===== src/design/pin_mux_regs.svh =====
`ifndef PIN_MUX_REGS_SVH
`define PIN_MUX_REGS_SVH
// port d line numbering, lines 1..7 used
`define PD_LINE_CAN         1
`define PD_LINE_TX1         6
`define PD_LINE_RX1         7
// global peripheral select field
`define GPS_LINE1_SEL_BIT   5
// port e line numbering
`define PE_LINE_TX0         0
`define PE_LINE_RX0         1
// reset values
`define PD_PER_RST          8'hc0
`define PE_PER_RST          2'h3
`define PD_PULLUP_RST       8'hfe
`define PE_PULLUP_RST       2'h3
`endif


===== src/design/pin_mux_pkg.sv =====
package pin_mux_pkg;
	typedef logic [7:0] pd_vec_t;
	typedef logic [1:0] pe_vec_t;
	typedef struct packed {
		pd_vec_t pd_out;
		pd_vec_t pd_oe;
		pd_vec_t pd_pu;
		pd_vec_t pd_in;
		pe_vec_t pe_out;
		pe_vec_t pe_oe;
		pe_vec_t pe_pu;
		pe_vec_t pe_in;
		logic    can_rx;
		logic    rx0;
		logic    rx1;
	} mux_state_s;
endpackage : pin_mux_pkg


===== src/design/pin_sync.sv =====
`timescale 1ns/10ps
module pin_sync #(
	parameter int WIDTH = 8
) (
	input  wire logic             clk_sys,
	input  wire logic             rst,
	input  wire logic [WIDTH-1:0] din,
	output logic      [WIDTH-1:0] dout
);
	logic [WIDTH-1:0] meta_ff;
	logic [WIDTH-1:0] dout_ff;
	always_ff @(posedge clk_sys or posedge rst)
	begin
		if (rst)
		begin
			meta_ff <= '1;
			dout_ff <= '1;
		end
		else
		begin
			meta_ff <= din;
			dout_ff <= meta_ff;
		end
	end
	assign dout = dout_ff;
endmodule : pin_sync


===== src/design/port_d_e_pin_function_mux.sv =====
`timescale 1ns/10ps
`include "pin_mux_regs.svh"
// Summary of operation
// - each gpio line independently input or output
// - port d line1 resets to gpio
// - enable bit1 then select bit5 picks function
// - chip selects driven by memory interface
// - chip selects tristate idle per drive bit
// - port d lines 2-5 reset to gpio
// - port d pull-up bit n controls line n
// - second can receive pulled up via bit1
// - port e line0 resets to serial transmit
// - port e pull-up bits 0,1 serial0 pins
// - port d line7 resets to serial receive
// - port d pull-up bits 6,7 serial1 pins
module port_d_e_pin_function_mux (
	input  wire logic       clk_sys,
	input  wire logic       rst,
	// software control bits
	input  wire logic [7:0] port_d_peripheral_enable,
	input  wire logic [1:0] port_e_peripheral_enable,
	input  wire logic [7:0] global_peripheral_select,
	input  wire logic [7:0] port_d_pullup_enable,
	input  wire logic [1:0] port_e_pullup_enable,
	input  wire logic [7:0] port_d_gpio_dir,
	input  wire logic [7:0] port_d_gpio_data,
	input  wire logic [1:0] port_e_gpio_dir,
	input  wire logic [1:0] port_e_gpio_data,
	input  wire logic       bus_drive_control,
	// external memory interface
	input  wire logic [7:3] chip_select_n,
	input  wire logic       ext_bus_active,
	// serial ports
	input  wire logic       serial0_transmit,
	input  wire logic       serial1_transmit,
	output logic            serial0_receive,
	output logic            serial1_receive,
	output logic            second_can_receive,
	// gpio read-back
	output logic [7:0]      port_d_gpio_in,
	output logic [1:0]      port_e_gpio_in,
	// pads
	input  wire logic [7:0] port_d_pad_in,
	output logic [7:0]      port_d_pad_out,
	output logic [7:0]      port_d_pad_oe,
	output logic [7:0]      port_d_pad_pullup,
	input  wire logic [1:0] port_e_pad_in,
	output logic [1:0]      port_e_pad_out,
	output logic [1:0]      port_e_pad_oe,
	output logic [1:0]      port_e_pad_pullup
);
	//////////////////////////////////////////////////////////////////////////////
	// pad input synchronisers
	logic [9:0] pad_sync;
	pin_sync #(
		.WIDTH (10)
	) u_sync (
		.clk_sys (clk_sys),
		.rst     (rst),
		.din     ({port_e_pad_in, port_d_pad_in}),
		.dout    (pad_sync)
	);
	//////////////////////////////////////////////////////////////////////////////
	// state
	pin_mux_pkg::mux_state_s state_ff;
	pin_mux_pkg::mux_state_s nxt_state;
	logic                    line1_is_cs;
	logic                    cs_drive;
	always_comb
	begin
		nxt_state = state_ff;
		line1_is_cs = !global_peripheral_select[`GPS_LINE1_SEL_BIT];
		cs_drive = ext_bus_active || bus_drive_control;
		// gpio default on every line
		nxt_state.pd_out = port_d_gpio_data;
		nxt_state.pd_oe = port_d_gpio_dir;
		nxt_state.pe_out = port_e_gpio_data;
		nxt_state.pe_oe = port_e_gpio_dir;
		nxt_state.pd_pu = port_d_pullup_enable;
		nxt_state.pe_pu = port_e_pullup_enable;
		nxt_state.pd_in = pad_sync[7:0];
		nxt_state.pe_in = pad_sync[9:8];
		nxt_state.can_rx = 1'b1;
		nxt_state.rx0 = 1'b1;
		nxt_state.rx1 = 1'b1;
		// line1: chip select 3 or second can receive
		if (port_d_peripheral_enable[`PD_LINE_CAN])
		begin
			if (line1_is_cs)
			begin
				nxt_state.pd_out[1] = chip_select_n[3];
				nxt_state.pd_oe[1] = cs_drive;
			end
			else
			begin
				nxt_state.pd_oe[1] = 1'b0;
				nxt_state.can_rx = pad_sync[1];
			end
		end
		// lines 2..5: chip selects 4..7
		for (int i = 2; i <= 5; i++)
		begin
			if (port_d_peripheral_enable[i])
			begin
				nxt_state.pd_out[i] = chip_select_n[i+2];
				nxt_state.pd_oe[i] = cs_drive;
			end
		end
		// line6 serial1 transmit, line7 serial1 receive
		if (port_d_peripheral_enable[`PD_LINE_TX1])
		begin
			nxt_state.pd_out[6] = serial1_transmit;
			nxt_state.pd_oe[6] = 1'b1;
		end
		if (port_d_peripheral_enable[`PD_LINE_RX1])
		begin
			nxt_state.pd_oe[7] = 1'b0;
			nxt_state.rx1 = pad_sync[7];
		end
		// port e serial0
		if (port_e_peripheral_enable[`PE_LINE_TX0])
		begin
			nxt_state.pe_out[0] = serial0_transmit;
			nxt_state.pe_oe[0] = 1'b1;
		end
		if (port_e_peripheral_enable[`PE_LINE_RX0])
		begin
			nxt_state.pe_oe[1] = 1'b0;
			nxt_state.rx0 = pad_sync[9];
		end
	end
	always_ff @(posedge clk_sys or posedge rst)
	begin
		if (rst)
		begin
			state_ff.pd_out <= 8'h00;
			state_ff.pd_oe <= 8'h00;
			state_ff.pd_pu <= `PD_PULLUP_RST;
			state_ff.pd_in <= 8'hff;
			state_ff.pe_out <= 2'h3;
			state_ff.pe_oe <= 2'h0;
			state_ff.pe_pu <= `PE_PULLUP_RST;
			state_ff.pe_in <= 2'h3;
			state_ff.can_rx <= 1'b1;
			state_ff.rx0 <= 1'b1;
			state_ff.rx1 <= 1'b1;
		end
		else
		begin
			state_ff <= nxt_state;
		end
	end
	assign port_d_pad_out = state_ff.pd_out;
	assign port_d_pad_oe = state_ff.pd_oe;
	assign port_d_pad_pullup = state_ff.pd_pu;
	assign port_e_pad_out = state_ff.pe_out;
	assign port_e_pad_oe = state_ff.pe_oe;
	assign port_e_pad_pullup = state_ff.pe_pu;
	assign port_d_gpio_in = state_ff.pd_in;
	assign port_e_gpio_in = state_ff.pe_in;
	assign second_can_receive = state_ff.can_rx;
	assign serial0_receive = state_ff.rx0;
	assign serial1_receive = state_ff.rx1;
	//////////////////////////////////////////////////////////////////////////////
	// checks
	gpio_dir_follow_a: assert property (@(posedge clk_sys) disable iff (rst)
		!port_d_peripheral_enable[2] |=> port_d_pad_oe[2] == $past(port_d_gpio_dir[2]))
		else $error("gpio direction not followed");
	line1_gpio_a: assert property (@(posedge clk_sys) disable iff (rst)
		!port_d_peripheral_enable[1] |=> port_d_pad_out[1] == $past(port_d_gpio_data[1]) && second_can_receive)
		else $error("line1 not gpio while enable clear");
	cs3_route_a: assert property (@(posedge clk_sys) disable iff (rst)
		port_d_peripheral_enable[1] && !global_peripheral_select[5] |=> port_d_pad_out[1] == $past(chip_select_n[3]))
		else $error("chip select 3 not routed");
	can_route_a: assert property (@(posedge clk_sys) disable iff (rst)
		port_d_peripheral_enable[1] && global_peripheral_select[5] |=> !port_d_pad_oe[1])
		else $error("can receive line driven");
	cs_tristate_a: assert property (@(posedge clk_sys) disable iff (rst)
		port_d_peripheral_enable[5] && !ext_bus_active && !bus_drive_control |=> !port_d_pad_oe[5])
		else $error("chip select 7 driven while idle");
	cs7_route_a: assert property (@(posedge clk_sys) disable iff (rst)
		port_d_peripheral_enable[5] |=> port_d_pad_out[5] == $past(chip_select_n[7]))
		else $error("chip select 7 not routed");
	pullup_d_a: assert property (@(posedge clk_sys) disable iff (rst)
		1'b1 |=> port_d_pad_pullup == $past(port_d_pullup_enable))
		else $error("port d pull-up mismatch");
	pullup_e_a: assert property (@(posedge clk_sys) disable iff (rst)
		1'b1 |=> port_e_pad_pullup == $past(port_e_pullup_enable))
		else $error("port e pull-up mismatch");
	tx0_route_a: assert property (@(posedge clk_sys) disable iff (rst)
		port_e_peripheral_enable[0] |=> port_e_pad_oe[0] && port_e_pad_out[0] == $past(serial0_transmit))
		else $error("serial0 transmit not routed");
	rx1_route_a: assert property (@(posedge clk_sys) disable iff (rst)
		port_d_peripheral_enable[7] |=> !port_d_pad_oe[7])
		else $error("serial1 receive pad driven");
	cs4_route_a: assert property (@(posedge clk_sys) disable iff (rst)
		port_d_peripheral_enable[2] |=> port_d_pad_out[2] == $past(chip_select_n[4]))
		else $error("chip select 4 not routed");
	cs_drive_a: assert property (@(posedge clk_sys) disable iff (rst)
		port_d_peripheral_enable[2] && (ext_bus_active || bus_drive_control) |=> port_d_pad_oe[2])
		else $error("chip select 4 not driven");
	can_idle_a: assert property (@(posedge clk_sys) disable iff (rst)
		port_d_peripheral_enable[1] && !global_peripheral_select[5] |=> second_can_receive)
		else $error("can receive not idle while chip select chosen");
	can_pullup_a: assert property (@(posedge clk_sys) disable iff (rst)
		port_d_peripheral_enable[1] && global_peripheral_select[5]
		|=> port_d_pad_pullup[1] == $past(port_d_pullup_enable[1]))
		else $error("can receive pull-up mismatch");
	serial1_pullup_a: assert property (@(posedge clk_sys) disable iff (rst)
		1'b1 |=> port_d_pad_pullup[7:6] == $past(port_d_pullup_enable[7:6]))
		else $error("serial1 pull-up mismatch");
	rx0_idle_a: assert property (@(posedge clk_sys) disable iff (rst)
		!port_e_peripheral_enable[1]
		|=> serial0_receive && port_e_pad_oe[1] == $past(port_e_gpio_dir[1]))
		else $error("serial0 receive line not gpio");
	tx1_gpio_a: assert property (@(posedge clk_sys) disable iff (rst)
		!port_d_peripheral_enable[6] |=> port_d_pad_out[6] == $past(port_d_gpio_data[6]))
		else $error("line6 not gpio while enable clear");
	rx1_idle_a: assert property (@(posedge clk_sys) disable iff (rst)
		!port_d_peripheral_enable[7]
		|=> serial1_receive && port_d_pad_oe[7] == $past(port_d_gpio_dir[7]))
		else $error("serial1 receive line not gpio");
	cs_gpio_a: assert property (@(posedge clk_sys) disable iff (rst)
		!port_d_peripheral_enable[5] |=> port_d_pad_oe[5] == $past(port_d_gpio_dir[5]))
		else $error("line5 not gpio while enable clear");
	tx0_gpio_a: assert property (@(posedge clk_sys) disable iff (rst)
		!port_e_peripheral_enable[0] |=> port_e_pad_out[0] == $past(port_e_gpio_data[0]))
		else $error("port e line0 not gpio while enable clear");
endmodule : port_d_e_pin_function_mux


===== config.mk =====
export PLATFORM = sky130hd
export DESIGN_NAME = port_d_e_pin_function_mux
export DESIGN_NICKNAME = d
export VERILOG_FILES = /design/src/design/pin_mux_pkg.sv /design/src/design/pin_sync.sv /design/src/design/port_d_e_pin_function_mux.sv
export VERILOG_INCLUDE_DIRS = /design/src /design/src/design
export SDC_FILE = /design/constraint.sdc
export NUM_CORES = 1
export LEC_CHECK = 0
export BUFFER_PORTS_ARGS = -buffer_cell sky130_fd_sc_hd__buf_2
export CORE_ASPECT_RATIO = 1.75
export CORE_MARGIN = 2
export CORE_UTILIZATION = 41
export CTS_CLUSTER_DIAMETER = 100
export DETAILED_ROUTE_END_ITERATION = 8
export GPL_TIMING_DRIVEN = 0
export PLACE_DENSITY_LB_ADDON = 0.2
export SYNTH_ARGS = -nofsm -noshare
export SYNTH_HDL_FRONTEND = slang
export SYNTH_SLANG_ARGS = --single-unit

===== constraint.sdc =====
create_clock -name clk_sys -period 2.6 [get_ports clk_sys]
set_clock_uncertainty 0.05 [all_clocks]
set_input_delay 0.52 -clock clk_sys [delete_from_list [all_inputs] [get_ports clk_sys]]
set_output_delay 0.52 -clock clk_sys [all_outputs]
set_load 0.02 [all_outputs]

==> results.md <==
* Outcome: complete, no violations
* Total GRT Usage at 0.1490
* Crit path buf inv count at 1
* Syn avg cell area at 20.28 sq um
* Post-Syn Instances at 90
* TritonCTS buffer count at 9
* Initial Utilization at 0.4183
* VDD IR-drop max at 0.0005290 V
* Slowest CP cell: dfstp_2
* I/O pin count at 112
* Worst stage delay on the critical path at 0.52 ns
* Drc violations at 0
* Clk root buf: clkbuf_8
* Clock Pin Slew Worst Setup and Hold Paths at 0.06 ns
* DR WL/cell at 12.39 um
* Final worst path period share at 0.5972
* Util after Layout at 0.5906
* Worst-margin pin slew at 0.3338 ns
* Top post-synthesis cells by area: dfstp_2 63%, dfrtp_1 26%, mux2_2 2.5%
* Inserted Diodes at 0
* CP endpoint kind: output port
* Max-cap viol count at 0
* Post-layout minimum cycle time at 1.553 ns
* Clock tree buffer depth at 2
* R2r startpoint: u_sync.dout[7]
* Post-CTS resize count at 0
* Crit path from: port_d_pad_pullup[7]
* Via density at 4.391
* Worst EP arrival at 0.98 ns
* Seq/Total Area, Yosys at 0.8938
* Clk sinks at 63
* Final HPWL DP at 2491 um
* Die width at 54.44 um
* Core box area at 4364 sq um
* YS warnings at 0
* Commonest non-fill, non-tap cells in the layout: 103 x buf_2, 44 x dfstp_2, 19 x dfrtp_1
* Stages on worst setup path at 1
* Synthesis-to-finish area growth at 41.19%
* PD cells at 741.3 nW/um^2
* Final Hold Viols at 0
* Vias after detailed routing at 1146
* TritonCTS clock tree: yes
* Max Fclk at 0.6440 GHz
* Worst min path class: in -> async
* Number of global-route vias before repair at 1238
* Setup WS post-layout at 1.047 ns
* Largest delay share family, worst path: flip-flops
* Flop-to-flop setup slack at 1.85 ns
* Slew Viols, Final at 0
* R2R cell count at 1
* FF+latch count, synth at 63
* Largest net degree at the start of global routing at 51
* Syn Nets at 159
* Post-CTS Setup Bufs at 0
* Grt ovf at 0
* Worst hold slack at 0.09363 ns
* Iter 0 DRT Violations at 26
* Routability cong. at 0.7005
* WL final at 3235 um
* Mapped cell area at 1826 sq um
* Commonest non-fill, non-tap cell in the layout: buf_2
* RSZ-0062 raised after global routing: no
* DRT antenna net count at 0
* WS Path Type: reg -> out
* Synth cell types at 14
* DP Area at 2425 sq um
* Row count at 32
* First-pass GRT wire length at 5009 um
* Worst setup SP type: flip-flop
* Final instance area at 2577 sq um
* Critical R2R Capture: serial1_receive
* CP Cell Sequence: buf_2
* # hold bufs at CTS at 0
* End point of the critical path: port_d_pad_pullup[7]
* Pre-Repair DR Iteration Count at 4
* DIE HEIGHT at 92.27 um
* Leak at 1.251 nW
* Non-Filler Instances at 261
* Antenna violations before repair at 0
* Area leader, netlist: dfstp_2
* Number of H-tree levels at 3
* Share of cells above drive strength 1 at 0.8000
* Slew margin rel. at 0.7766
* Buffers on Ports at 103
* Worst-Skew Late Latency at 0.32 ns
* Top cell type's share of synthesized area at 0.6333
* Final setup fails at 0
* Placed Cells at 245
* Post-place setup slack at 1.359 ns
* Nets at 274
* Worst-path maximum fanout at 1
* DIE AREA at 5023 sq um
* CP Data Required Time at 2.03 ns
[flip-flops by register name, indices dropped and copies added (netlist names)]
name and flops:
u_sync.dout 10, u_sync.meta_ff 10, port_d_gpio_in 8, port_d_pad_oe 8, port_d_pad_out 8, port_d_pad_pullup 8
port_e_gpio_in 2, port_e_pad_oe 2, port_e_pad_out 2, port_e_pad_pullup 2, second_can_receive 1, serial0_receive 1
serial1_receive 1
[synth_stat cells]
master	n
nand3b_1	1
dfrtp_1	19
mux2_1	2
or2_2	2
nand2b_4	1
nor2b_1	2
o22ai_1	1
mux2_4	1
mux2_2	4
a21oi_1	4
nand2b_1	2
nor2_1	5
inv_1	2
dfstp_2	44
[metrics by stage]
step	total power, mW	setup TNS [ns]
5_1_grt	2.010	0
3_3_place_gp	1.262	-0.2951
4_1_cts	1.952	0
2_1_floorplan	1.178	0
3_5_place_dp	1.277	0
6_report	1.911	0
[cell families after synthesis]
| logic type | count (synthesis) | synth area share |
|---|---|---|
| flops | 63 | 0.8938 |
| buf+inv | 2 | 0.004114 |
| simple gates | 13 | 0.04249 |
| compound gates | 5 | 0.01440 |
| mux | 7 | 0.04523 |
[report_power, final]
| part | leakage, nW | internal [mW] | switching (mW) |
|---|---|---|---|
| Sequential | 0.681 | 1.06 | 0.0137 |
| Combinational | 0.491 | 0.0756 | 0.106 |
| Clock | 0.0784 | 0.344 | 0.309 |
| Total | 1.25 | 1.48 | 0.429 |
[layer usage]
| layer | part of all wire | up-vias | track usage |
|---|---|---|---|
| met5 | 0 | - | 0 |
| met4 | 0.015 | 0 | 0.08750 |
| met3 | 0.097 | 4 | 0.09121 |
| met2 | 0.61 | 66 | 0.2610 |
| met1 | 0.27 | 558 | 0.1097 |
| li1 | - | 518 | - |
[how the worst min path moves through the flow]
| stage | from | to |
|---|---|---|
| after floorplan | u_sync.dout[0] | port_d_gpio_in[0] |
| after global placement | u_sync.meta_ff[3] | u_sync.dout[3] |
| after detailed placement | u_sync.dout[3] | port_d_gpio_in[3] |
| after CTS | rst | port_e_pad_oe[0] |
| after global routing | rst | port_e_pad_oe[0] |
| final | rst | port_e_pad_oe[0] |
[cell type report]
cell class              instances  area, sq um
clock buffers                  14        142.6
clock inverters                 2        10.01
fillers                       367         1787
inverters                       2        7.507
multi-input cells              25        186.4
flip-flops and latches         63         1632
well taps                      51        63.81
repair buffers                104        535.5
No activity file was read; power rests on OpenSTA's default activity.
